File: config.mk
export PLATFORM = sky130hd
export DESIGN_NAME = windowed_watchdog_timer
export DESIGN_NICKNAME = d
export VERILOG_FILES = /design/src/hdl/wdt_pkg.sv /design/src/hdl/wd_postscaler.sv /design/src/hdl/windowed_watchdog_timer.sv
export SDC_FILE = /design/constraint.sdc
export NUM_CORES = 1
export LEC_CHECK = 0
export ABC_AREA = 1
export ABC_CLOCK_PERIOD_IN_PS = 4900
export BUFFER_PORTS_ARGS = -buffer_cell sky130_fd_sc_hd__buf_4
export CAP_MARGIN = 40
export CORE_MARGIN = 5
export CORE_UTILIZATION = 65
export DETAILED_ROUTE_END_ITERATION = 12
export MAX_ROUTING_LAYER = met4
export PLACE_DENSITY = 0.88
export SYNTH_ARGS = -nofsm -noshare
export SYNTH_HDL_FRONTEND = slang
export SYNTH_SLANG_ARGS = --single-unit
File: constraint.sdc
create_clock -name clock -period 4.9 [get_ports clock]
set_clock_uncertainty 0.1 [all_clocks]
set_input_delay 0.735 -clock clock [delete_from_list [all_inputs] [get_ports clock]]
set_output_delay 0.735 -clock clock [all_outputs]
set_load 0.005 [all_outputs]
File: src/hdl/wdt_pkg.sv
// Package of constants and types for the windowed watchdog timer
package wdt_pkg;

  // =====================================================
  // Fuse word layout
  localparam int PostSelLsb = 0;
  localparam int PostSelWidth = 4;
  localparam int PreSelBit = 4;
  localparam int WindowDisableBit = 6;
  localparam int AlwaysEnableBit = 7;
  localparam int FuseWidth = 8;

  // =====================================================
  // Reset-control register bit positions
  localparam int IdleFlagBit = 2;
  localparam int SleepFlagBit = 3;
  localparam int TimeoutFlagBit = 4;
  localparam int SwEnableBit = 5;

  // =====================================================
  // Timing
  localparam int ClockHz = 125000000;
  localparam int RcClockHz = 32000;
  localparam int RcTickCycles = ClockHz / RcClockHz;
  localparam logic [11:0] RcTickLast = 12'(RcTickCycles - 1);
  localparam logic [6:0] PreLast32 = 7'h1f;
  localparam logic [6:0] PreLast128 = 7'h7f;
  localparam int PostWidth = 16;

  // =====================================================
  // Reset values
  localparam logic [11:0] RcDivReset = 12'h000;
  localparam logic [6:0] PreReset = 7'h00;
  localparam logic [PostWidth-1:0] PostReset = 16'h0000;

  // =====================================================
  // Types
  typedef enum logic [1:0] {RunMode, SleepMode, IdleMode} power_mode_t;

  typedef struct packed {
    logic alwaysEnable;
    logic windowDisable;
    logic prescaleSelect;
    logic [PostSelWidth-1:0] postscaleSelect;
  } fuse_fields_t;

  typedef struct packed {
    logic clearInstr;
    logic sleepInstr;
    logic idleInstr;
    logic wakeOther;
    logic clockSwitchDone;
  } core_events_t;

endpackage

File: src/hdl/wd_postscaler.sv
// Postscaler counter with a power-of-two terminal count
`timescale 1ns/1ps
module wd_postscaler
  import wdt_pkg::*;
(
  // Clock and reset
  input wire logic clock,
  input wire logic reset,
  // Control
  input wire logic restart,
  input wire logic tick,
  input wire logic [PostSelWidth-1:0] select,
  // Status
  output logic [PostWidth-1:0] count,
  output logic expire,
  output logic windowOpen
);

  logic [PostWidth-1:0] lastCount;
  logic [PostWidth-1:0] quarterStart;

  // Code n divides by two to the n
  assign lastCount = PostWidth'((17'h1 << select) - 17'h1);
  // Final quarter of the period begins at three quarters of the ratio; codes 0 and 1 leave the whole period open
  assign quarterStart = (select < 4'h2) ? PostReset : PostWidth'((17'h3 << select) >> 2);
  assign expire = tick && (count == lastCount);
  assign windowOpen = (count >= quarterStart);

  always_ff @(posedge clock) begin
    if (reset || restart || expire) begin
      count <= PostReset;
    end else if (tick) begin
      count <= count + 16'h0001;
    end
  end

endmodule // wd_postscaler

File: src/hdl/windowed_watchdog_timer.sv
// Windowed watchdog timer with prescaler, postscaler and status flags
// Summary of operation
// - Watchdog ticks from a 32 kHz low-power RC clock, enabled with the watchdog.
// - Prescaler divides the RC clock by 32 or 128 per fuse.
// - Base timeout is 1 ms for divide-by-32, 4 ms for divide-by-128.
// - Four-bit fuse field picks one of 16 postscaler ratios up to 32768.
// - Any device reset clears counter, prescaler and postscaler.
// - Completion of a clock switch clears counter, prescaler and postscaler.
// - Entering and leaving Sleep or Idle clears all counts.
// - The clear instruction in normal operation clears all counts.
// - An enabled watchdog keeps counting in Sleep and Idle.
// - Timeout in Sleep or Idle wakes core; power-save flags stay set.
// - Timeout sets a sticky flag that only software or a device reset clears.
// - Always-enable fuse forces the watchdog on regardless of software.
// - Otherwise the software-enable bit turns the watchdog on or off.
// - Device reset clears the software-enable bit.
// - Early clear in window mode causes a watchdog reset.
// - Prescale fuse 1 selects divide by 128, 0 selects divide by 32.
// - Postscale code 1111 is 1:32768 and 1110 is 1:16384.
// - Window-disable fuse 1 is non-window mode, 0 is window mode.
`timescale 1ns/1ps
module windowed_watchdog_timer
  import wdt_pkg::*;
(
  // Clock and reset
  input wire logic clock,
  input wire logic reset,
  // Configuration fuses
  input wire fuse_fields_t fuses,
  // Core events, one-cycle pulses
  input wire core_events_t events,
  // Software writes to the reset-control bits
  input wire logic swEnableSet,
  input wire logic swEnableClear,
  input wire logic timeoutFlagClear,
  input wire logic sleepFlagClear,
  input wire logic idleFlagClear,
  // Status and actions
  output logic [5:0] resetControlReg,
  output logic lowPowerRcEnable,
  output logic watchdogReset,
  output logic wakeRequest,
  output logic [1:0] powerMode
);

  logic swEnable_reg;
  logic timeoutFlag_reg;
  logic sleepFlag_reg;
  logic idleFlag_reg;
  logic rcEnable_reg;
  logic wdReset_reg;
  logic wake_reg;
  power_mode_t mode_reg;
  logic [11:0] rcDiv_reg;
  logic [6:0] pre_reg;
  logic wdEnable;
  logic rcTick;
  logic preTick;
  logic restart;
  logic exitPowerSave;
  logic timeout;
  logic earlyClear;
  logic normalClear;
  logic [PostWidth-1:0] postCount;
  logic windowOpen;
  logic [6:0] preLast;

  // =====================================================
  // Enable and restart sources
  assign wdEnable = fuses.alwaysEnable | swEnable_reg;
  assign normalClear = events.clearInstr && (mode_reg == RunMode);
  assign exitPowerSave = (mode_reg != RunMode) && (events.wakeOther || timeout);
  assign restart = !wdEnable || events.clockSwitchDone
    || events.sleepInstr || events.idleInstr
    || exitPowerSave
    || normalClear;
  assign earlyClear = normalClear && !fuses.windowDisable && !windowOpen && wdEnable;

  // =====================================================
  // Low-power RC clock emulated as a tick every 1/32 kHz
  assign rcTick = wdEnable && (rcDiv_reg == RcTickLast);

  always_ff @(posedge clock) begin
    if (reset || restart || rcTick) begin
      rcDiv_reg <= RcDivReset;
    end else begin
      rcDiv_reg <= rcDiv_reg + 12'h001;
    end
  end

  always_ff @(posedge clock) begin
    if (reset) begin
      rcEnable_reg <= 1'b0;
    end else begin
      rcEnable_reg <= wdEnable;
    end
  end

  // =====================================================
  // Prescaler
  assign preLast = fuses.prescaleSelect ? PreLast128 : PreLast32;
  assign preTick = rcTick && (pre_reg == preLast);

  always_ff @(posedge clock) begin
    if (reset || restart || preTick) begin
      pre_reg <= PreReset;
    end else if (rcTick) begin
      pre_reg <= pre_reg + 7'h01;
    end
  end

  // =====================================================
  // Postscaler; counting continues in Sleep and Idle
  wd_postscaler postscaler (
    .clock(clock),
    .reset(reset),
    .restart(restart),
    .tick(preTick),
    .select(fuses.postscaleSelect),
    .count(postCount),
    .expire(timeout),
    .windowOpen(windowOpen)
  );

  // =====================================================
  // Power mode tracking
  always_ff @(posedge clock) begin
    if (reset) begin
      mode_reg <= RunMode;
    end else if (exitPowerSave) begin
      mode_reg <= RunMode;
    end else if (mode_reg == RunMode && events.sleepInstr) begin
      mode_reg <= SleepMode;
    end else if (mode_reg == RunMode && events.idleInstr) begin
      mode_reg <= IdleMode;
    end
  end

  // =====================================================
  // Reset-control status and software-enable bits
  always_ff @(posedge clock) begin
    if (reset) begin
      swEnable_reg <= 1'b0;
    end else if (swEnableSet) begin
      swEnable_reg <= 1'b1;
    end else if (swEnableClear) begin
      swEnable_reg <= 1'b0;
    end
  end

  always_ff @(posedge clock) begin
    if (reset) begin
      timeoutFlag_reg <= 1'b0;
    end else if (timeout) begin
      timeoutFlag_reg <= 1'b1;
    end else if (timeoutFlagClear) begin
      timeoutFlag_reg <= 1'b0;
    end
  end

  always_ff @(posedge clock) begin
    if (reset) begin
      sleepFlag_reg <= 1'b0;
      idleFlag_reg <= 1'b0;
    end else begin
      if (mode_reg == RunMode && events.sleepInstr) begin
        sleepFlag_reg <= 1'b1;
      end else if (sleepFlagClear) begin
        sleepFlag_reg <= 1'b0;
      end
      if (mode_reg == RunMode && events.idleInstr && !events.sleepInstr) begin
        idleFlag_reg <= 1'b1;
      end else if (idleFlagClear) begin
        idleFlag_reg <= 1'b0;
      end
    end
  end

  // =====================================================
  // Actions: wake from power save, device reset from run mode
  always_ff @(posedge clock) begin
    if (reset) begin
      wake_reg <= 1'b0;
      wdReset_reg <= 1'b0;
    end else begin
      wake_reg <= timeout && (mode_reg != RunMode);
      wdReset_reg <= (timeout && mode_reg == RunMode) || earlyClear;
    end
  end

  assign resetControlReg = {swEnable_reg, timeoutFlag_reg, sleepFlag_reg, idleFlag_reg, 2'b00};
  assign lowPowerRcEnable = rcEnable_reg;
  assign watchdogReset = wdReset_reg;
  assign wakeRequest = wake_reg;
  assign powerMode = mode_reg;

  // =====================================================
  // Assertions
  flag_sticky_a: assert property (@(posedge clock) disable iff (reset)
    timeout |=> timeoutFlag_reg)
    else $error("timeout flag not set after timeout");

  flag_hold_a: assert property (@(posedge clock) disable iff (reset)
    (timeoutFlag_reg && !timeoutFlagClear) |=> timeoutFlag_reg)
    else $error("timeout flag cleared without software");

  sw_enable_a: assert property (@(posedge clock)
    reset |=> !swEnable_reg)
    else $error("software enable not cleared by reset");

  always_on_a: assert property (@(posedge clock) disable iff (reset)
    fuses.alwaysEnable |=> rcEnable_reg)
    else $error("always-enable fuse did not keep watchdog on");

  disabled_idle_a: assert property (@(posedge clock) disable iff (reset)
    (!fuses.alwaysEnable && !swEnable_reg) [*2] |-> (rcDiv_reg == RcDivReset && pre_reg == PreReset))
    else $error("disabled watchdog is counting");

  clear_restart_a: assert property (@(posedge clock) disable iff (reset)
    (normalClear && !earlyClear) |=> (pre_reg == PreReset && postCount == PostReset))
    else $error("clear instruction did not restart counts");

  sleep_restart_a: assert property (@(posedge clock) disable iff (reset)
    events.sleepInstr |=> (rcDiv_reg == RcDivReset && pre_reg == PreReset))
    else $error("power save entry did not restart counts");

  switch_restart_a: assert property (@(posedge clock) disable iff (reset)
    events.clockSwitchDone |=> (pre_reg == PreReset && postCount == PostReset))
    else $error("clock switch did not restart counts");

  early_clear_a: assert property (@(posedge clock) disable iff (reset)
    earlyClear |=> watchdogReset)
    else $error("early clear did not reset device");

  wake_timeout_a: assert property (@(posedge clock) disable iff (reset)
    (timeout && mode_reg == SleepMode) |=> (wakeRequest && mode_reg == RunMode && sleepFlag_reg))
    else $error("timeout in sleep did not wake");

  run_timeout_a: assert property (@(posedge clock) disable iff (reset)
    (timeout && mode_reg == RunMode) |=> (watchdogReset && !wakeRequest))
    else $error("timeout in run did not reset device");

  pre_ratio_a: assert property (@(posedge clock) disable iff (reset)
    (preTick && !fuses.prescaleSelect) |-> pre_reg == 7'h1f)
    else $error("prescale divide by 32 wrong");

  pre_long_a: assert property (@(posedge clock) disable iff (reset)
    (preTick && fuses.prescaleSelect) |-> pre_reg == 7'h7f)
    else $error("prescale divide by 128 wrong");

  idle_restart_a: assert property (@(posedge clock) disable iff (reset)
    events.idleInstr |=> (rcDiv_reg == RcDivReset && pre_reg == PreReset))
    else $error("idle entry did not restart counts");

  wake_restart_a: assert property (@(posedge clock) disable iff (reset)
    exitPowerSave |=> (rcDiv_reg == RcDivReset && pre_reg == PreReset && postCount == PostReset))
    else $error("leaving power save did not restart counts");

  reset_counts_a: assert property (@(posedge clock)
    reset |=> (rcDiv_reg == RcDivReset && pre_reg == PreReset && postCount == PostReset))
    else $error("device reset did not clear counts");

  rc_follow_a: assert property (@(posedge clock) disable iff (reset)
    wdEnable |=> lowPowerRcEnable)
    else $error("rc clock not enabled with watchdog");

  post_max_a: assert property (@(posedge clock) disable iff (reset)
    (timeout && fuses.postscaleSelect == 4'hf) |-> postCount == 16'h7fff)
    else $error("postscale code 1111 ratio wrong");

  post_next_a: assert property (@(posedge clock) disable iff (reset)
    (timeout && fuses.postscaleSelect == 4'he) |-> postCount == 16'h3fff)
    else $error("postscale code 1110 ratio wrong");

  post_unit_a: assert property (@(posedge clock) disable iff (reset)
    (timeout && fuses.postscaleSelect == 4'h0) |-> postCount == 16'h0000)
    else $error("postscale code 0000 ratio wrong");

  window_clear_a: assert property (@(posedge clock) disable iff (reset)
    (normalClear && !timeout && (fuses.windowDisable || windowOpen)) |=> !watchdogReset)
    else $error("allowed clear caused a reset");

  disabled_quiet_a: assert property (@(posedge clock) disable iff (reset)
    (!fuses.alwaysEnable && !swEnable_reg) |=> (!watchdogReset && !wakeRequest))
    else $error("disabled watchdog acted");

  sleep_count_a: assert property (@(posedge clock) disable iff (reset)
    (mode_reg != RunMode && !restart && !rcTick) |=> rcDiv_reg == $past(rcDiv_reg) + 12'h001)
    else $error("watchdog stopped counting in power save");

  sleep_entry_a: assert property (@(posedge clock) disable iff (reset)
    (mode_reg == RunMode && events.sleepInstr) |=> (powerMode == 2'h1 && sleepFlag_reg))
    else $error("sleep entry not recorded");

  wake_idle_a: assert property (@(posedge clock) disable iff (reset)
    (timeout && mode_reg == IdleMode && idleFlag_reg && !idleFlagClear)
      |=> (wakeRequest && powerMode == 2'h0 && idleFlag_reg))
    else $error("timeout in idle did not wake");

  run_no_wake_a: assert property (@(posedge clock) disable iff (reset)
    (mode_reg == RunMode) |=> !wakeRequest)
    else $error("wake pulse outside power save");

  sleep_clear_a: assert property (@(posedge clock) disable iff (reset)
    (events.clearInstr && mode_reg != RunMode) |=> !watchdogReset)
    else $error("clear in power save caused a reset");

endmodule // windowed_watchdog_timer

==> results.yml, run 1 <==
floorplan:
  die_h_um: 82.81
  start_util_pct: 67.04
  io_pins: 30
  die_area_um2: 6858
  floorplan.core_area_um2: 5140
  rows: 26
  floorplan.die.width_um: 82.81
yosys:
  fraction_of_the_mapped_netlist_area_in_adder_cells_pct: 8.715
  synth.yosys.seq_area_share_pct: 25.56
  synth_area_um2: 3446
  synth_cell_types: 37
  post_synthesis_compound_gate_area_fraction_pct: 8.170
  synthesized_area_divided_by_synthesized_cell_count_um2: 6.601
  post_synth_mux_area_share_pct: 0.2905
  synth-simple-area-share_pct: 39.36
  postSynthRegisterBits: 44
  synth-xor-area-share_pct: 6.609
  synth_top_family_by_area: "simple AND/OR/NAND/NOR gates"
  postSynthCellCount: 522
  ys.warnings.count: 0
cells_and_area:
  antenna_cells: 0
  fraction_of_layout_instances_using_a_drive_strength_above_1_pct: 14.89
  layout_commonest_cell: "nand2_1"
  post-route-util_pct: 72.32
  post_layout_net_count: 587
  area_growth_pct: 7.880
  commonest_cells_after_routing_fill_and_taps_aside: "126 x nand2_1, 69 x inv_1, 55 x nor2_1, 44 x dfxtp_1, 43 x nand3_1"
  fillerInstances: 449
  largest_reg_flops: 16
power:
  power.ir.vdd_worst_mv: 0.1828
  total_chip_power_mw: 0.7136
  power_density_nw_per_um2: 192.0
  leakage_dissipation_nw: 1.583
global_routing:
  track_usage_pct: 25.14
  grt_total_ovfl: 0
  grt_pass1_vias: 3213
  grt_pass1_wl_um: 14120
  antenna_violations_before_repair: 0
  grt_start_max_net_pins: 17
critical_path:
  worstSetupEndpointType: "flip-flop"
  critPathSlowestCell: "ha_1"
  cp_top_family: "simple AND/OR/NAND/NOR gates"
  critical_path.most_common_cell: "nor2_1"
  worstPathRequired_ns: 4.98
  worst-endpoint-arrival_ns: 3.28
  path_max_fanout: 12
  critical_path_class: "primary input to flip-flop"
  kind_of_start_point_of_the_critical_path: "primary input"
  crit_buf_inv: 2
  timing.critical_path.slowest_cell_delay_ns: 0.37
  crit_chain: "buf_4 -> inv_1 -> ha_1 -> nand2_1 -> ha_1 -> or2_2 -> nand3_1 -> nor2_1 -> nand3_1 -> nor2_1 -> nand3_1 -> nor2_1 -> nand3_2 -> nand2_1 -> nand2_2 -> nand3_2 -> nor2_1"
timing:
  timing.setup.tns_ns: 0
  slew-limit-headroom_pct: 52.05
  timing.final.setup_violations: 0
  layout_min_cycle_time_ns: 3.201
  finalHoldWorstSlack_ns: 0.3713
  fmaxAchievable_mhz: 312.4
  grt_setup_unrepaired: "false"
  timing_max_transition_violations_final: 0
  fin_ws_ns: 1.699
  final_min_period_over_clock_period_pct: 65.32
  final_hold_viol_count: 0
  transition_time_at_the_pin_with_the_least_slew_margin_ns: 0.7171
drt:
  antenna_left: 0
  detail_route.drc_violations: 0
  routed_via_density: 5.484
  detailed_routing_iterations_pass_1: 5
  drt-initial-drc-count: 305
  postRouteWirelength_um: 8407
  routed-via-count: 3367
  avgRoutedWirePerCell_um: 13.69
placed_design:
  pre_cts_ws_ns: 1.401
  hpwlAfterDp_um: 6738
  place_congestion: 0.9739
  placement.io_buffers: 27
clock_network:
  clkLatencyLatePin_ns: 0.29
  clkTransAtPathRegs_ns: 0.08
  cts_buffer_depth: 2
  cts_resized: 0
  clock_tree.root_cell: "clkbuf_8"
  clock_sinks: 44
  cts-buffers-inserted: 5
  cts_setup_buffers: 0
  holdBufCountCts: 0
  tritoncts: "done"
  cts.htree.levels: 2
run_status:
  run_status: "finished clean"
job:
  cap_violations: 0
worst_hold_path:
  holdCritPathClass: "flip-flop to flip-flop"
==> worst register-to-register path, stage by stage, from the launching register on <==
cell,delay [ns]
dfxtp_1,0.41
ha_1,0.19
nand2_1,0.05
nand3b_1,0.20
nor2_4,0.27
nand2_4,0.14
nor2_2,0.15
nand2_1,0.10
nor2_1,0.22
nand2_1,0.14
nor2_2,0.18
xor2_1,0.18
inv_1,0.05
nor2_1,0.08
==> per-stage QoR <==
| step | cells | cell area (um2) |
|---|---|---|
| 6_report | 614 | 3717 |
| 5_1_grt | 614 | 3717 |
| 4_1_cts | 614 | 3717 |
| 3_5_place_dp | 607 | 3636 |
| 3_3_place_gp | 607 | 3636 |
| 2_1_floorplan | 523 | 3450 |
==> power breakdown <==
group	switching, mW	internal [mW]
sequential	0.00277	0.362
combinational	0.0857	0.0496
clock	0.117	0.0965
==> synthesized netlist by cell type <==
master    count  area [um2]
inv_2         5       18.77
xor2_1       16       140.1
inv_1        69       259.0
and3_1        3       18.77
nand2_2       4       25.02
or2_2         2       12.51
mux2i_1       1       10.01
dfxtp_1      44       880.8
ha_1         24       300.3
o2111a_1      1       11.26
a21oi_2       1       8.760
nor2_4        5       56.30
clkbuf_1      1       3.750
o221ai_1      1       8.760
buf_8         1       15.01
buf_4         7       52.55
buf_2         2       10.01
o211ai_2      1       12.51
conb_1        1       3.750
buf_6         2       22.52
o21ai_1       4       20.02
nand3_2      10       100.1
a21oi_1      25       125.1
nand4_1       6       37.54
nor3_1       12       60.06
nand2_1     126       473.0
nor2_1       55       206.5
nand2_4       2       22.52
o21ai_0      12       60.06
clkinv_1      1       3.750
nand3_1      43       215.2
a31oi_1       2       12.51
nor2_2       17       106.4
o21a_1        1       7.510
nand3b_1      3       22.52
xnor2_1      10       87.58
o211ai_1      2       15.01
==> worst paths after layout <==
kind | end | slack [ns] | cells past startpoint | startpoint
worst max-delay path | rcDiv_reg[6] | 1.70 | 17 | fuses[1]
worst min-delay path | timeoutFlag_reg | 0.37 | 2 | timeoutFlag_reg
worst max register to register | postscaler.count[11] | 2.36 | 13 | rcDiv_reg[0]
worst min register to register | timeoutFlag_reg | 0.37 | 2 | timeoutFlag_reg
==> per-layer routing <==
metal	vias to the layer above	routed length, um	track usage, %
met1	1551	3766	32.17
met5	-	0	-
met4	0	174	7.727
met3	17	467	3.168
met2	100	3998	41.47
li1	1699	-	-
==> logic make-up (layout without fill, tap and decap cells) <==
| family | count (synthesis) | after routing |
|---|---|---|
| buffers and inverters | 88 | 109 |
| multiplexers | 1 | 1 |
| adder cells (fa/ha/maj) | 24 | 24 |
| flip-flops | 44 | 44 |
| other | 1 | 2 |
| XOR/XNOR | 26 | 26 |
| AND/OR/NAND/NOR | 288 | 288 |
| AO/OA/AOI/OAI | 50 | 50 |
==> final cells by class <==
| cell class | count | area [um2] | share of cell area (%) |
|---|---|---|---|
| sequential | 44 | 880.8 | 23.70 |
| clock inverter | 2 | 12.51 | 0.3366 |
| tap | 70 | 87.58 | 2.356 |
| clock buffer | 5 | 68.82 | 1.851 |
| multi-input combinational | 391 | 2183 | 58.73 |
| inverter | 75 | 281.5 | 7.573 |
| timing repair buffer | 27 | 202.7 | 5.453 |
Note: power is estimated with default switching activity, not from simulation.
==> run 2, diff against run 1 <==
--- a/config.mk
+++ b/config.mk
@@ -5,15 +5,15 @@
 export SDC_FILE = /design/constraint.sdc
 export NUM_CORES = 1
 export LEC_CHECK = 0
-export ABC_AREA = 1
-export ABC_CLOCK_PERIOD_IN_PS = 4900
+export ABC_AREA = 0
+export ABC_CLOCK_PERIOD_IN_PS = 2800
 export BUFFER_PORTS_ARGS = -buffer_cell sky130_fd_sc_hd__buf_4
 export CAP_MARGIN = 40
 export CORE_MARGIN = 5
-export CORE_UTILIZATION = 65
+export CORE_UTILIZATION = 54
 export DETAILED_ROUTE_END_ITERATION = 12
 export MAX_ROUTING_LAYER = met4
-export PLACE_DENSITY = 0.88
+export PLACE_DENSITY = 0.79
 export SYNTH_ARGS = -nofsm -noshare
 export SYNTH_HDL_FRONTEND = slang
 export SYNTH_SLANG_ARGS = --single-unit
==> constraint.sdc (replaced) <==
create_clock -name clock -period 2.8 [get_ports clock]
set_clock_uncertainty 0.1 [all_clocks]
set_input_delay 0.42 -clock clock [delete_from_list [all_inputs] [get_ports clock]]
set_output_delay 0.42 -clock clock [all_outputs]
set_load 0.005 [all_outputs]
==> run 2 against run 1 <==
Against the previous run: register-to-register slack got worse by 2.1 ns; highest routed layer unchanged; non-clock buffer count increased by 22; critical path type unchanged; worst setup slack got worse by 1.5 ns.
==> results.yml, run 2 <==
run_status:
  run_status: "finished clean"
clock_network:
  clock_tree.root_cell: "clkbuf_8"
  cts-buffers-inserted: 5
  cts_buffer_depth: 2
  clkLatencyLatePin_ns: 0.31
  cts.htree.levels: 2
  holdBufCountCts: 0
  cts_setup_buffers: 0
  tritoncts: "done"
  clock_sinks: 44
  clkTransAtPathRegs_ns: 0.09
critical_path:
  kind_of_start_point_of_the_critical_path: "primary input"
  worstReg2RegStart: "rcDiv_reg[3]"
  timing.critical_path.slowest_cell_delay_ns: 0.39
  cp_top_family: "simple AND/OR/NAND/NOR gates"
  worst_reg2reg_endpoint: "postscaler.count[14]"
  worstPathRequired_ns: 2.95
  path_max_fanout: 8
  reg2reg_setup_slack_ns: 0.23
  ff2ff_path_depth: 8
  worst-endpoint-arrival_ns: 2.78
  crit_buf_inv: 3
  worstSetupEndpointType: "flip-flop"
  critical_path.most_common_cell: "buf_4"
  critical_path_class: "primary input to flip-flop"
  crit_chain: "buf_4 -> inv_2 -> ha_1 -> nand2_1 -> ha_2 -> buf_4 -> nor2b_1 -> o21ai_0 -> o21ai_1 -> nor4_1 -> or3b_1 -> nor4_2 -> nor3b_2"
  critPathSlowestCell: "or3b_1"
floorplan:
  floorplan.core_area_um2: 5574
  die_area_um2: 7441
  start_util_pct: 56.34
  die_h_um: 86.26
  rows: 27
  floorplan.die.width_um: 86.26
  io_pins: 30
drt:
  detailed_routing_iterations_pass_1: 5
  antenna_left: 0
  avgRoutedWirePerCell_um: 16.33
  drt-initial-drc-count: 246
  postRouteWirelength_um: 8034
  routed-via-count: 2943
  routed_via_density: 5.982
  detail_route.drc_violations: 0
timing:
  layout_min_cycle_time_ns: 2.637
  finalHoldWorstSlack_ns: 0.2087
  final_hold_viol_count: 0
  timing.final.setup_violations: 0
  fmaxAchievable_mhz: 379.2
  grt_setup_unrepaired: "false"
  final_min_period_over_clock_period_pct: 94.19
  timing_max_transition_violations_final: 0
cells_and_area:
  final-seq-area_um2: 880.8
  post_layout_net_count: 462
  commonest_cells_after_routing_fill_and_taps_aside: "48 x buf_4, 47 x nor2_1, 44 x dfxtp_1, 28 x nand2_1, 22 x ha_1"
  fillerInstances: 472
  finalInstanceArea_um2: 3645
  antenna_cells: 0
  largest_reg_flops: 16
  fraction_of_layout_instances_using_a_drive_strength_above_1_pct: 19.05
  finish.cell_count_without_fillers: 492
  post-route-util_pct: 65.39
  multi_input_area_um2: 2126
  layout_commonest_cell: "buf_4"
  area_growth_pct: 16.06
power:
  power.clock.fraction_pct: 37.5
  leakage_dissipation_nw: 1.388
  power.ir.vdd_worst_mv: 0.3074
  power_density_nw_per_um2: 372.4
  pwr-share-comb_pct: 15.6
  p_int_mw: 0.9986
  p_sw_share_pct: 26.43
  power_frac_seq_pct: 46.9
  netSwitchingPower_mw: 0.3588
worst_hold_path:
  holdCritPathClass: "primary input to flip-flop"
  hold_path_depth: 3
  min-delay-start: "swEnableSet"
  timing.hold.worst_endpoint: "swEnable_reg"
yosys:
  netlist.top_cell.by_area: "dfxtp_1"
  synth_async_sr_flop_share_pct: 0
  synth_area_um2: 3141
  postSynthRegisterBits: 44
  postSynthCellCount: 386
  synth.yosys.seq_area_share_pct: 28.05
  synthMostInstantiatedCell: "nor2_1"
  post_synth_main_area_contributors: "dfxtp_1 28%, ha_1 9.6%, nor2_1 5.6%, xor2_1 5.6%, xnor2_1 4.7%"
  ys.warnings.count: 0
  synth_cell_types: 62
  synth_top_area_share_pct: 28.05
  synthesized_area_divided_by_synthesized_cell_count_um2: 8.136
  synth.cells.most_frequent: "47 x nor2_1, 44 x dfxtp_1, 28 x nand2_1"
  synth-edff-count: 0
  synth-main-ff-cell: "dfxtp_1"
placed_design:
  place_congestion: 0.9755
  placement.cell_area_um2: 3518
  hpwlAfterDp_um: 6085
  placement.io_buffers: 27
  numPlacedInstances: 484
job:
  cap_violations: 0
global_routing:
  grt_pass1_wl_um: 13440
  grt_start_max_net_pins: 31
  grt_total_ovfl: 0
  antenna_violations_before_repair: 0
  track_usage_pct: 23.08
  grt_pass1_vias: 2879
-- run 2: cell count changes in the layout (fill, tap and decap cells not counted), moves of 7 or more --
| cell | previous run | this run |
|---|---|---|
| nor2_2 | 17 | 1 |
| nand2b_1 | 0 | 7 |
| nor3_1 | 12 | 2 |
| inv_1 | 69 | 12 |
| nand3_1 | 43 | 17 |
| nor2_1 | 55 | 47 |
| a21o_1 | 0 | 7 |
| a2111oi_0 | 0 | 7 |
| xnor2_1 | 10 | 17 |
| buf_4 | 27 | 48 |
| and2_1 | 0 | 8 |
| nand3_2 | 10 | 0 |
| a21oi_1 | 25 | 17 |
| nand2_1 | 126 | 28 |
-- run 2: stage by stage --
step	worst slack (ns)	setup TNS [ns]	power, mW
global route	0.009398	0	1.419
detailed placement	-0.1690	-0.8263	0.8576
global placement	-0.09452	-0.1459	0.8536
finish	0.1627	0	1.357
CTS	0.1487	0	1.359
floorplan	0.0004554	0	0.7847
-- run 2: layout make-up --
class | instances | share of cell area (%)
inverters | 14 | 1.442
clock buffers | 5 | 1.888
multi-input cells | 305 | 58.32
repair buffers | 49 | 10.44
well taps | 72 | 2.472
flip-flops and latches | 44 | 24.17
clock inverters | 3 | 1.270
-- run 2: cells by family (layout without fill, tap and decap cells) --
group	count (synthesis)	in the layout	synth area share, %
other	1	2	0.1194
flip-flops	44	44	28.05
AO/OA/AOI/OAI	71	71	15.86
adder cells (fa/ha/maj)	24	24	9.562
multiplexers	3	3	1.036
buffers and inverters	38	71	5.817
AND/OR/NAND/NOR	168	168	29.24
XOR/XNOR	37	37	10.32
-- run 2: worst max-delay path by stage --
stage / from / to / slack [ns] / cells past startpoint
floorplan: fuses[1] / wakeRequest / 0.0005 / 14
global placement: fuses[1] / wakeRequest / -0.09 / 11
detailed placement: fuses[1] / wakeRequest / -0.17 / 11
CTS: fuses[1] / wakeRequest / 0.15 / 11
global route: fuses[3] / wakeRequest / 0.009 / 11
finish: fuses[1] / wakeRequest / 0.16 / 13
-- run 2: what timing repair did --
action,4_1_cts,5_1_grt
setup endpoints to repair,0,2
endpoints found under the hold margin,0,0
gates resized for setup,0,3
-- run 2: power groups by stage --
| stage | Clock [mW] | Combinational (mW) | Sequential, mW |
|---|---|---|---|
| floorplan | 0 | 0.134 | 0.651 |
| global placement | 0 | 0.203 | 0.651 |
| detailed placement | 0 | 0.207 | 0.651 |
| CTS | 0.514 | 0.208 | 0.637 |
| global route | 0.549 | 0.231 | 0.638 |
| finish | 0.509 | 0.211 | 0.637 |
-- run 2: worst reg2reg max path, cell delays in order, from the launching register on --
cell and delay (ns):
dfxtp_1 0.36, or4b_4 0.59, nor4_4 0.27, buf_4 0.21
and2_1 0.16, and4_1 0.39, nand4_1 0.16, xor2_1 0.19
nor2_2 0.04
-- run 2: layer usage --
metal  vias up  track usage, %  share of wire (%)
met5         -               -                  0
met4         0           9.915                2.4
met3        22           4.753                6.4
met2       109           34.97                 46
met1      1371           29.77                 45
li1       1441               -                  -
==> run 3, diff against run 2 <==
--- a/config.mk
+++ b/config.mk
@@ -14,6 +14,7 @@
 export DETAILED_ROUTE_END_ITERATION = 12
 export MAX_ROUTING_LAYER = met4
 export PLACE_DENSITY = 0.79
+export REMOVE_ABC_BUFFERS = 1
 export SYNTH_ARGS = -nofsm -noshare
 export SYNTH_HDL_FRONTEND = slang
 export SYNTH_SLANG_ARGS = --single-unit
==> run 3 against run 2 <==
Against the previous run: critical path depth did not move; final area rose by 1.3%; die area did not move; register-to-register slack improved by 0.12 ns; via count barely moved; worst hold slack improved by 0.028 ns; highest routed layer unchanged; worst setup slack got worse by 0.052 ns; maximum frequency fell by 1.9%; sequential power barely moved; critical endpoint unchanged; total power rose by 0.15%; sequential share of layout area fell by 0.30 points.
==> results.yml, run 3 (synthesized netlist as in run 2, its figures left out) <==
drt:
  drt-initial-drc-count: 188
  wl_met2_um: 3594
  met3RoutedLength_um: 373
  antenna_left: 0
  wl_met1_um: 3588
  detail_route.drc_violations: 0
  avgRoutedWirePerCell_um: 15.44
  postRouteWirelength_um: 7660
  top_layer_used: "met4"
  detailed_routing_iterations_pass_1: 4
  routed_via_density: 5.931
  routed-via-count: 2942
global_routing:
  grt_pass1_wl_um: 12790
  grt_start_max_net_pins: 31
  antenna_violations_before_repair: 0
  grt_total_ovfl: 0
  grt_pass1_vias: 2715
  track_usage_pct: 21.76
timing:
  final_hold_viol_count: 0
  transition_time_at_the_pin_with_the_least_slew_margin_ns: 0.5713
  slew-limit-headroom_pct: 61.92
  layout_min_cycle_time_ns: 2.689
  finalHoldWorstSlack_ns: 0.2362
  timing.final.setup_violations: 0
  grt_setup_unrepaired: "false"
  final_min_period_over_clock_period_pct: 96.03
  timing_max_transition_violations_final: 0
  fmaxAchievable_mhz: 371.9
cells_and_area:
  multi_input_area_um2: 2148
  largest_reg_flops: 16
  post-route-util_pct: 66.22
  antenna_cells: 0
  final-seq-area_um2: 880.8
  layout_commonest_cell: "buf_4"
  fraction_of_layout_instances_using_a_drive_strength_above_1_pct: 20.05
  fillerInstances: 487
  post_layout_net_count: 466
  commonest_cells_after_routing_fill_and_taps_aside: "53 x buf_4, 46 x nor2_1, 44 x dfxtp_1, 28 x nand2_1, 22 x ha_1"
  area_growth_pct: 17.53
critical_path:
  worstSetupEndpointType: "flip-flop"
  ff2ff_path_depth: 7
  timing.critical_path.slowest_cell_delay_ns: 0.42
  crit_chain: "buf_4 -> inv_1 -> ha_2 -> nand2_1 -> ha_4 -> buf_4 -> nor2b_1 -> o21ai_1 -> and2_1 -> nor4_1 -> or3b_4 -> nor4_4 -> nor3b_2"
  worst-endpoint-arrival_ns: 2.81
  path_max_fanout: 6
  worstReg2RegStart: "rcDiv_reg[3]"
  worstPathRequired_ns: 2.92
  worst_reg2reg_endpoint: "powerMode[0]"
  reg2reg_setup_slack_ns: 0.35
  critPathSlowestCell: "or3b_4"
  critical_path_class: "primary input to flip-flop"
  critical_path.most_common_cell: "buf_4"
  kind_of_start_point_of_the_critical_path: "primary input"
power:
  leakage_dissipation_nw: 1.416
  power_density_nw_per_um2: 368.3
  total_chip_power_mw: 1.360
  power.ir.vdd_worst_mv: 0.4555
placed_design:
  hpwlAfterDp_um: 5712
  placement.io_buffers: 27
  place_congestion: 0.9343
clock_network:
  holdBufCountCts: 0
  cts-buffers-inserted: 5
  clkTransAtPathRegs_ns: 0.08
  clock_tree.root_cell: "clkbuf_8"
  cts.htree.levels: 2
  clock_sinks: 44
  cts_buffer_depth: 2
  tritoncts: "done"
  clkLatencyLatePin_ns: 0.30
floorplan:
  die_h_um: 86.26
  floorplan.core_area_um2: 5574
  rows: 27
  io_pins: 30
  floorplan.die.width_um: 86.26
  die_area_um2: 7441
  start_util_pct: 56.34
worst_hold_path:
  hold_path_depth: 3
  timing.hold.worst_endpoint: "swEnable_reg"
  holdCritPathClass: "primary input to flip-flop"
  min-delay-start: "swEnableSet"
run_status:
  run_status: "finished clean"
job:
  cap_violations: 0
## run 3: changes by cell type in the layout (fill, tap and decap cells not counted), sizes merged
cell and change:
buf +4, clkinvlp -1, clkbuf +1, clkinv +1
inv -1
## run 3: layout make-up
cell class	count	share of cell area, %
tap	72	2.441
clock buffer	6	2.237
sequential	44	23.86
inverter	14	1.424
timing repair buffer	53	10.78
multi-input combinational	305	58.20
clock inverter	2	1.051
## run 3: what timing repair did
item,in CTS,in global routing
gates resized for setup,1,14
pin swaps,0,4
buffers inserted,0,1
setup endpoints to repair,1,21
## run 3: power by group
part	switching, mW	internal [mW]	total (mW)	leakage [nW]
Combinational	0.114	0.0998	0.214	0.999
Clock	0.217	0.292	0.509	0.0614
Sequential	0.00470	0.632	0.637	0.356
## run 3: worst max path at each step
stage          slack, ns  startpoint           to
2_1_floorplan      -0.22    fuses[1]  wakeRequest
3_3_place_gp       -0.25    fuses[1]  wakeRequest
3_5_place_dp       -0.29    fuses[1]  wakeRequest
4_1_cts            0.007    fuses[1]  wakeRequest
5_1_grt            0.006    fuses[1]  wakeRequest
6_report            0.11    fuses[1]  wakeRequest
## run 3: stage by stage
stage	std cells	TNS, ns	setup WS [ns]	cell area, um2
floorplan	363	-2.584	-0.2153	3014
global placement	487	-2.363	-0.2501	3495
detailed placement	487	-3.105	-0.2865	3495
CTS	495	0	0.006833	3625
global route	496	0	0.006297	3691
finish	496	0	0.1111	3691
## run 3: layer usage
layer / up-vias / global-route usage [%]
li1: 1447 / -
met1: 1405 / 28.03
met2: 79 / 35.67
met3: 11 / 3.327
met4: 0 / 5.807
met5: - / -
## run 3: critical path: cells and delay by family
kind | cells | cell delay, ns
buffers and inverters | 3 | 0.34
and+or+nand+nor | 7 | 1.57
adders and majority gates | 2 | 0.39
AOI/OAI and AO/OA | 1 | 0.09
